**config.mk**
```make
export PLATFORM = sky130hd
export DESIGN_NAME = eeprom_host_flat
export DESIGN_NICKNAME = d
export VERILOG_FILES = /design/src/eeprom_pkg.sv /design/src/eeprom_io_if.sv /design/src/eeprom_host.sv /design/src/flat_wrapper.sv
export SDC_FILE = /design/constraint.sdc
export NUM_CORES = 1
export LEC_CHECK = 0
export CORE_MARGIN = 3
export CORE_UTILIZATION = 57
export DETAILED_ROUTE_END_ITERATION = 8
export DONT_BUFFER_PORTS = 1
export PLACE_DENSITY = 0.78
export SLEW_MARGIN = 40
export SYNTH_ARGS = -nofsm -noshare
export SYNTH_HDL_FRONTEND = slang
export SYNTH_SLANG_ARGS = --single-unit
```
**constraint.sdc**
```tcl
create_clock -name ref_clk -period 2.2 [get_ports ref_clk]
set_clock_uncertainty 0.1 [all_clocks]
set_input_delay 0.33 -clock ref_clk [delete_from_list [all_inputs] [get_ports ref_clk]]
set_output_delay 0.33 -clock ref_clk [all_outputs]
set_load 0.02 [all_outputs]
```
**src/eeprom_pkg.sv**
```systemverilog
// Shared constants for the byte EEPROM access controller and its CPU end
package eeprom_pkg;

  // ********************
  // Array
  // ********************
  localparam int          EE_BYTES = 512;
  localparam int          ADDR_W   = 9;
  localparam logic [7:0]  ERASED   = 8'hff;

  // ********************
  // I/O register map
  // ********************
  localparam logic [5:0]  IO_ADDR_HIGH = 6'h1f;
  localparam logic [5:0]  IO_ADDR_LOW  = 6'h1e;
  localparam logic [5:0]  IO_DATA      = 6'h1d;
  localparam logic [5:0]  IO_CTRL      = 6'h1c;

  // Control byte fields
  localparam int CTRL_READ    = 0;
  localparam int CTRL_PROG    = 1;
  localparam int CTRL_ARM     = 2;
  localparam int CTRL_RIE     = 3;
  localparam int CTRL_MODE_LO = 4;
  localparam int CTRL_MODE_HI = 5;

  localparam logic [1:0]  MODE_ATOMIC = 2'h0;
  localparam logic [1:0]  MODE_ERASE  = 2'h1;
  localparam logic [1:0]  MODE_WRITE  = 2'h2;
  localparam logic [1:0]  MODE_RSVD   = 2'h3;

  // ********************
  // Timing
  // ********************
  localparam logic [2:0]  ARM_CYCLES  = 3'h4;
  localparam logic [2:0]  READ_STALL  = 3'h4;
  localparam logic [2:0]  PROG_STALL  = 3'h2;
  localparam int          OSC_KHZ     = 8000;
  localparam int          ATOMIC_US   = 3400;
  localparam int          SPLIT_US    = 1800;
  localparam int          ATOMIC_TICKS = ATOMIC_US * OSC_KHZ / 1000;
  localparam int          SPLIT_TICKS  = SPLIT_US * OSC_KHZ / 1000;
  localparam int          TICK_W      = 16;

  // ********************
  // CPU end Avalon-MM map
  // ********************
  localparam logic [4:0]  HOST_CMD    = 5'h00;
  localparam logic [4:0]  HOST_ADDR   = 5'h04;
  localparam logic [4:0]  HOST_DATA   = 5'h08;
  localparam logic [4:0]  HOST_STATUS = 5'h0c;
  localparam logic [4:0]  HOST_RDATA  = 5'h10;
  localparam logic [4:0]  HOST_CFG    = 5'h14;

  localparam logic [1:0]  OP_READ   = 2'h0;
  localparam logic [1:0]  OP_ATOMIC = 2'h1;
  localparam logic [1:0]  OP_ERASE  = 2'h2;
  localparam logic [1:0]  OP_WRITE  = 2'h3;

  localparam int ST_BUSY    = 0;
  localparam int ST_DONE    = 1;
  localparam int ST_EE_BUSY = 2;
  localparam int ST_IRQ     = 3;
  localparam int CFG_GIE    = 0;
  localparam int CFG_RIE    = 1;

endpackage
```
**src/eeprom_io_if.sv**
```systemverilog
// CPU I/O bus between the CPU end and the EEPROM controller
`timescale 1ns/1ps
interface eeprom_io_if (
  input wire logic ref_clk
);
  logic [5:0] io_addr;
  logic [7:0] io_wdata;
  logic       io_wr;
  logic       io_rd;
  logic [7:0] io_rdata;
  logic       cpu_stall;
  logic       ready_irq;
  logic       global_irq_en;

  modport dev (
    input  io_addr, io_wdata, io_wr, io_rd, global_irq_en,
    output io_rdata, cpu_stall, ready_irq
  );

  modport cpu (
    input  io_rdata, cpu_stall, ready_irq,
    output io_addr, io_wdata, io_wr, io_rd, global_irq_en
  );
endinterface

```
**src/eeprom_host.sv**
```systemverilog
// CPU end: runs EEPROM sequences on the I/O bus on Avalon-MM commands
`timescale 1ns/1ps
module eeprom_host (
  // Clock and reset
  input  wire logic        ref_clk,
  input  wire logic        rst_n,
  // I/O bus
  eeprom_io_if.cpu         io,
  // Avalon-MM slave
  input  wire logic [4:0]  address,
  input  wire logic        read,
  input  wire logic        write,
  input  wire logic [31:0] writedata,
  output logic      [31:0] readdata,
  output logic             waitrequest
);

  typedef enum logic [3:0] {
    S_IDLE, S_POLL, S_POLL_CHK, S_MODE, S_ADDR_H, S_ADDR_L,
    S_DATA, S_ARM, S_PROG, S_RD_STROBE, S_RD_DATA, S_RD_CAP
  } host_state_e;

  host_state_e                    state;
  logic [1:0]                     op;
  logic [1:0]                     op_mode;
  logic [eeprom_pkg::ADDR_W-1:0]  cmd_addr;
  logic [7:0]                     cmd_data;
  logic [7:0]                     rd_result;
  logic                           cfg_gie;
  logic                           cfg_rie;
  logic                           done;
  logic                           ee_busy;
  logic                           issued;
  logic                           go;
  logic                           wr_take;
  logic                           cmd_start;
  logic                           finish;

  // ********************
  // Avalon-MM slave
  // ********************
  assign wr_take   = write && !waitrequest;
  assign cmd_start = wr_take && address == eeprom_pkg::HOST_CMD && state == S_IDLE;

  always_ff @(posedge ref_clk) begin
    if (!rst_n) begin
      waitrequest <= 1'b1;
      readdata    <= 32'h0;
    end else if ((read || write) && waitrequest) begin
      waitrequest <= 1'b0;
      readdata    <= 32'h0;
      if (read) begin
        unique case (address)
          eeprom_pkg::HOST_ADDR:   readdata[eeprom_pkg::ADDR_W-1:0] <= cmd_addr;
          eeprom_pkg::HOST_DATA:   readdata[7:0] <= cmd_data;
          eeprom_pkg::HOST_RDATA:  readdata[7:0] <= rd_result;
          eeprom_pkg::HOST_CFG: begin
            readdata[eeprom_pkg::CFG_GIE] <= cfg_gie;
            readdata[eeprom_pkg::CFG_RIE] <= cfg_rie;
          end
          eeprom_pkg::HOST_STATUS: begin
            readdata[eeprom_pkg::ST_BUSY]    <= state != S_IDLE;
            readdata[eeprom_pkg::ST_DONE]    <= done;
            readdata[eeprom_pkg::ST_EE_BUSY] <= ee_busy;
            readdata[eeprom_pkg::ST_IRQ]     <= io.ready_irq;
          end
          default: readdata <= 32'h0;
        endcase
      end
    end else begin
      waitrequest <= 1'b1;
    end
  end

  always_ff @(posedge ref_clk) begin
    if (!rst_n) begin
      cmd_addr <= '0;
      cmd_data <= 8'h00;
      cfg_gie  <= 1'b0;
      cfg_rie  <= 1'b0;
    end else if (wr_take && address == eeprom_pkg::HOST_ADDR) begin
      cmd_addr <= writedata[eeprom_pkg::ADDR_W-1:0];
    end else if (wr_take && address == eeprom_pkg::HOST_DATA) begin
      cmd_data <= writedata[7:0];
    end else if (wr_take && address == eeprom_pkg::HOST_CFG) begin
      cfg_gie <= writedata[eeprom_pkg::CFG_GIE];
      cfg_rie <= writedata[eeprom_pkg::CFG_RIE];
    end
  end

  // Completion flag, set wins over the write-one clear
  always_ff @(posedge ref_clk) begin
    if (!rst_n) begin
      done <= 1'b0;
    end else if (finish) begin
      done <= 1'b1;
    end else if (wr_take && address == eeprom_pkg::HOST_STATUS &&
                 writedata[eeprom_pkg::ST_DONE]) begin
      done <= 1'b0;
    end
  end

  // ********************
  // Sequencer
  // ********************
  // One idle cycle after each access, and none while the CPU is stalled
  assign go     = !issued && !io.cpu_stall;
  assign finish = go && (state == S_PROG || state == S_RD_CAP);

  always_comb begin
    unique case (op)
      eeprom_pkg::OP_ERASE: op_mode = eeprom_pkg::MODE_ERASE;
      eeprom_pkg::OP_WRITE: op_mode = eeprom_pkg::MODE_WRITE;
      default:              op_mode = eeprom_pkg::MODE_ATOMIC;
    endcase
  end

  function automatic logic [7:0] ctrl_byte(input logic arm, input logic prog, input logic rd);
    logic [7:0] b;
    b = 8'h00;
    b[eeprom_pkg::CTRL_MODE_HI:eeprom_pkg::CTRL_MODE_LO] = op_mode;
    b[eeprom_pkg::CTRL_RIE]  = cfg_rie;
    b[eeprom_pkg::CTRL_ARM]  = arm;
    b[eeprom_pkg::CTRL_PROG] = prog;
    b[eeprom_pkg::CTRL_READ] = rd;
    return b;
  endfunction

  always_ff @(posedge ref_clk) begin
    if (!rst_n) begin
      state            <= S_IDLE;
      op               <= eeprom_pkg::OP_READ;
      issued           <= 1'b0;
      ee_busy          <= 1'b0;
      rd_result        <= 8'h00;
      io.io_wr         <= 1'b0;
      io.io_rd         <= 1'b0;
      io.io_addr       <= 6'h00;
      io.io_wdata      <= 8'h00;
      io.global_irq_en <= 1'b0;
    end else begin
      io.global_irq_en <= cfg_gie;
      io.io_wr         <= 1'b0;
      io.io_rd         <= 1'b0;
      issued           <= 1'b0;
      if (state == S_IDLE) begin
        if (cmd_start) begin
          op    <= writedata[1:0];
          state <= S_POLL;
        end
      end else if (go) begin
        issued <= state != S_POLL_CHK;
        unique case (state)
          S_POLL: begin
            io.io_rd   <= 1'b1;
            io.io_addr <= eeprom_pkg::IO_CTRL;
            state      <= S_POLL_CHK;
          end
          S_POLL_CHK: begin
            ee_busy <= io.io_rdata[eeprom_pkg::CTRL_PROG];
            if (io.io_rdata[eeprom_pkg::CTRL_PROG]) begin
              state <= S_POLL;
            end else if (op == eeprom_pkg::OP_READ) begin
              state <= S_ADDR_H;
            end else begin
              state <= S_MODE;
            end
          end
          S_MODE: begin
            io.io_wr    <= 1'b1;
            io.io_addr  <= eeprom_pkg::IO_CTRL;
            io.io_wdata <= ctrl_byte(1'b0, 1'b0, 1'b0);
            state       <= S_ADDR_H;
          end
          S_ADDR_H: begin
            io.io_wr    <= 1'b1;
            io.io_addr  <= eeprom_pkg::IO_ADDR_HIGH;
            io.io_wdata <= {7'h00, cmd_addr[eeprom_pkg::ADDR_W-1]};
            state       <= S_ADDR_L;
          end
          S_ADDR_L: begin
            io.io_wr    <= 1'b1;
            io.io_addr  <= eeprom_pkg::IO_ADDR_LOW;
            io.io_wdata <= cmd_addr[7:0];
            state       <= (op == eeprom_pkg::OP_READ) ? S_RD_STROBE : S_DATA;
          end
          S_DATA: begin
            io.io_wr    <= 1'b1;
            io.io_addr  <= eeprom_pkg::IO_DATA;
            io.io_wdata <= cmd_data;
            state       <= S_ARM;
          end
          S_ARM: begin
            io.io_wr    <= 1'b1;
            io.io_addr  <= eeprom_pkg::IO_CTRL;
            io.io_wdata <= ctrl_byte(1'b1, 1'b0, 1'b0);
            state       <= S_PROG;
          end
          S_PROG: begin
            io.io_wr    <= 1'b1;
            io.io_addr  <= eeprom_pkg::IO_CTRL;
            io.io_wdata <= ctrl_byte(1'b1, 1'b1, 1'b0);
            state       <= S_IDLE;
          end
          S_RD_STROBE: begin
            io.io_wr    <= 1'b1;
            io.io_addr  <= eeprom_pkg::IO_CTRL;
            io.io_wdata <= ctrl_byte(1'b0, 1'b0, 1'b1);
            state       <= S_RD_DATA;
          end
          S_RD_DATA: begin
            io.io_rd   <= 1'b1;
            io.io_addr <= eeprom_pkg::IO_DATA;
            state      <= S_RD_CAP;
          end
          S_RD_CAP: begin
            rd_result <= io.io_rdata;
            state     <= S_IDLE;
            issued    <= 1'b0;
          end
          default: state <= S_IDLE;
        endcase
      end
    end
  end

endmodule

```
**src/flat_wrapper.sv**
```systemverilog
// flat-port wrapper written by rule: the top's interface ports become plain ports
module eeprom_host_flat 
  (ref_clk, rst_n, address, read, write, writedata, readdata, waitrequest, io_io_rdata, io_cpu_stall, io_ready_irq, io_io_addr, io_io_wdata, io_io_wr, io_io_rd, io_global_irq_en);
  eeprom_io_if io_i (.ref_clk(ref_clk));
  input  wire logic ref_clk;
  input  wire logic rst_n;
  input  wire logic [4:0] address;
  input  wire logic read;
  input  wire logic write;
  input  wire logic [31:0] writedata;
  output logic      [31:0] readdata;
  output logic waitrequest;
  input wire logic [$bits(io_i.io_rdata)-1:0] io_io_rdata;
  input wire logic [$bits(io_i.cpu_stall)-1:0] io_cpu_stall;
  input wire logic [$bits(io_i.ready_irq)-1:0] io_ready_irq;
  output wire logic [$bits(io_i.io_addr)-1:0] io_io_addr;
  output wire logic [$bits(io_i.io_wdata)-1:0] io_io_wdata;
  output wire logic [$bits(io_i.io_wr)-1:0] io_io_wr;
  output wire logic [$bits(io_i.io_rd)-1:0] io_io_rd;
  output wire logic [$bits(io_i.global_irq_en)-1:0] io_global_irq_en;
  assign io_i.io_rdata = io_io_rdata;
  assign io_i.cpu_stall = io_cpu_stall;
  assign io_i.ready_irq = io_ready_irq;
  assign io_io_addr = io_i.io_addr;
  assign io_io_wdata = io_i.io_wdata;
  assign io_io_wr = io_i.io_wr;
  assign io_io_rd = io_i.io_rd;
  assign io_global_irq_en = io_i.global_irq_en;
  eeprom_host u_core (.ref_clk(ref_clk), .rst_n(rst_n), .io(io_i), .address(address), .read(read), .write(write), .writedata(writedata), .readdata(readdata), .waitrequest(waitrequest));
endmodule
```
==> flow_metrics.env <==
export IMPL_status="completed"
export IMPL_worstPathCellList="or4_1, and3_1, a221o_1, a32o_1"
export IMPL_ys_types=52
export IMPL_synth_edf_count=0
export IMPL_cts_setup_buffers=0
export IMPL_grt_overflow=0
export IMPL_place_hpwl_um=5403
export IMPL_placed_cell_area_um2=3009
export IMPL_drv_slew=0
export IMPL_insertion_delay_ns=0.35
export IMPL_synth_seq_area_share=0.3967
export IMPL_synth_area_um2=3028
export IMPL_avgSynthCellArea_um2=8.388
export IMPL_tns_ns=0
export IMPL_path_buf_inv=0
export IMPL_ys_flop_type="dfxtp_1"
export IMPL_ir_drop_v=0.0004442
export IMPL_core_um2=4911
export IMPL_crit_path_max_incr_delay_ns=0.54
export IMPL_relSlewSlack=0.5510
export IMPL_whs_endpoint="u_core.io.global_irq_en"
export IMPL_final_common_cell="dfxtp_1"
export IMPL_grt_first_pass_wirelength_um=12440
export IMPL_clockBufferDepth=2
export IMPL_cp_data_required_time_ns=2.33
export IMPL_fin_total_pwr_uw=2288
export IMPL_clock_sinks=60
export IMPL_tightest_slew_ns=0.6690
export IMPL_drc=0
export IMPL_holdCritStartpoint="rst_n"
export IMPL_drtAntennaViolNets=0
export IMPL_final_cell_mix="60 x dfxtp_1, 35 x a21oi_1, 34 x nor2_1"
export IMPL_clkSlewWorstSetupHoldPaths_ns=0.07
export IMPL_r2r_cells=4
export IMPL_period_minus_slack_ns=1.889
export IMPL_drt_pass1_iterations=7
export IMPL_criticalPathCategory="flop to flop"
export IMPL_grtUsageTotal=0.2581
export IMPL_ff2ff_setup_slack_ns=0.31
export IMPL_synthCells=361
export IMPL_cts_root_buf="clkbuf_8"
export IMPL_arrival_ns=2.02
export IMPL_htree_levels=3
export IMPL_dieHeight_um=78.89
export IMPL_cts_tree="built"
export IMPL_wl_um=7666
export IMPL_antenna_found_initial=0
export IMPL_setup_viol=0
export IMPL_cts_hold_buf=0
export IMPL_cts_inserted_buffers=9
export IMPL_num_vias=2651
export IMPL_grt_pass1_vias=2538
export IMPL_grt_max_degree=45
export IMPL_hold_viol=0
export IMPL_start_util=0.6166
export IMPL_yosysWarnings=0
export IMPL_stdcell_area_um2=3233
export IMPL_critical_path_top_delay_family="simple AND/OR/NAND/NOR gates"
export IMPL_drt_iter0_drc=333
export IMPL_final_nets=411
export IMPL_diodes=0
export IMPL_cts_repair_resized=0
export IMPL_fmaxAchievable_ghz=0.5295
export IMPL_port_buffers=0
export IMPL_power_density_nw_per_um2=707.6
export IMPL_crit_fanout=14
export IMPL_rsz0062_at_grt="no"
export IMPL_die_area_um2=6223
export IMPL_async_reset_ff_frac=0
export IMPL_drv_cap=0
export IMPL_fp_row_count=25
export IMPL_rr_startpoint="u_core.state[1]"
export IMPL_synth_seq_cells=60
export IMPL_wl_per_cell_um=17.75
export IMPL_period_share=0.8584
export IMPL_ios=101
export IMPL_nFillCells=434
export IMPL_worstSetupEndpointType="flop"
export IMPL_hp_class="input port to flop"
export IMPL_startpoint_type="flop"
export IMPL_syn_to_final_growth_pct=6.777
export IMPL_rr_endpoint="u_core.readdata[0]"
export IMPL_die_w_um=78.89
export IMPL_crit_slowest_cell="or4_1"
export IMPL_vias_per_cell=6.137
export IMPL_drive_above_1_share=0.1068
export IMPL_routabilityCongestion=0.8758
export IMPL_p_leak_uw=0.001154
export IMPL_worstHoldPathCells=1
-- power breakdown --
part           internal (uW)  leakage, uW  switching, uW
Combinational           25.6     0.000559           88.1
Clock                    644     0.000112            434
Sequential              1090     0.000483           6.82
Total                   1760      0.00115            529
-- through the flow --
step / cells / hold slack, ns / utilization / setup WS [ns]
after floorplan: 384 / 0.3439 / - / 0.5023
after global placement: 416 / 0.3653 / 0.6127 / 0.3419
after detailed placement: 416 / 0.3649 / 0.6127 / 0.3264
after CTS: 432 / 0.01275 / 0.6578 / 0.2982
after global routing: 432 / 0.004290 / 0.6583 / 0.1015
final: 432 / 0.01987 / 0.6583 / 0.3115
-- cells by family after synthesis --
group | share of synthesized area
AO/OA/AOI/OAI | 0.2074
XOR/XNOR | 0.002893
buffers and inverters | 0.1045
flip-flops | 0.3967
multiplexers | 0.07273
other | 0.001238
AND/OR/NAND/NOR | 0.2145
-- synth_stat cells, drive strengths merged (4+ instances only) --
library cell,count,area (um2)
a21oi,35,175.2
a22o,6,52.55
a22oi,13,97.59
and2,9,56.30
buf,37,252.7
clkbuf,13,48.80
dfxtp,60,1201
inv,4,15.01
mux2i,22,220.2
nand2,27,101.4
nand3,20,100.1
nor2,35,133.9
nor2b,4,25.02
nor3,7,35.03
o21ai,13,65.06
-- state kept, by name, summed over array words and instances, names as in the netlist, 2 cells and up --
name	count
u_core.state	4
u_core.op	2
u_core.io.io_wdata	8
u_core.cmd_addr	9
u_core.rd_result	8
u_core.readdata	9
u_core.cmd_data	8
u_core.io.io_addr	3
-- how the worst max path moves through the flow --
| stage | start | to | slack [ns] | cells after the start |
|---|---|---|---|---|
| finish | u_core.state[1] | u_core.readdata[0] | 0.31 | 4 |
| global route | u_core.state[0] | u_core.io.io_addr[0] | 0.10 | 5 |
| detailed placement | u_core.state[0] | u_core.io.io_addr[1] | 0.33 | 5 |
| CTS | u_core.state[0] | u_core.io.io_wdata[1] | 0.30 | 4 |
| floorplan | u_core.state[3] | u_core.readdata[0] | 0.50 | 4 |
| global placement | u_core.state[1] | u_core.readdata[0] | 0.34 | 4 |
-- per-layer routing --
layer,GRT usage,wire length [um]
met3,0.08730,704
met1,0.3068,3011
met4,0.1392,288
met2,0.4109,3661
met5,0,0
-- area by class of cell --
type | count | area [um2] | area share
sequential | 60 | 1201 | 0.3715
clock inverter | 3 | 42.54 | 0.01316
multi-input combinational | 270 | 1599 | 0.4946
inverter | 4 | 15.01 | 0.004644
clock buffer | 13 | 178.9 | 0.05534
tap | 67 | 83.83 | 0.02593
timing repair buffer | 15 | 112.6 | 0.03483
Power figures use the tool's default switching activity.
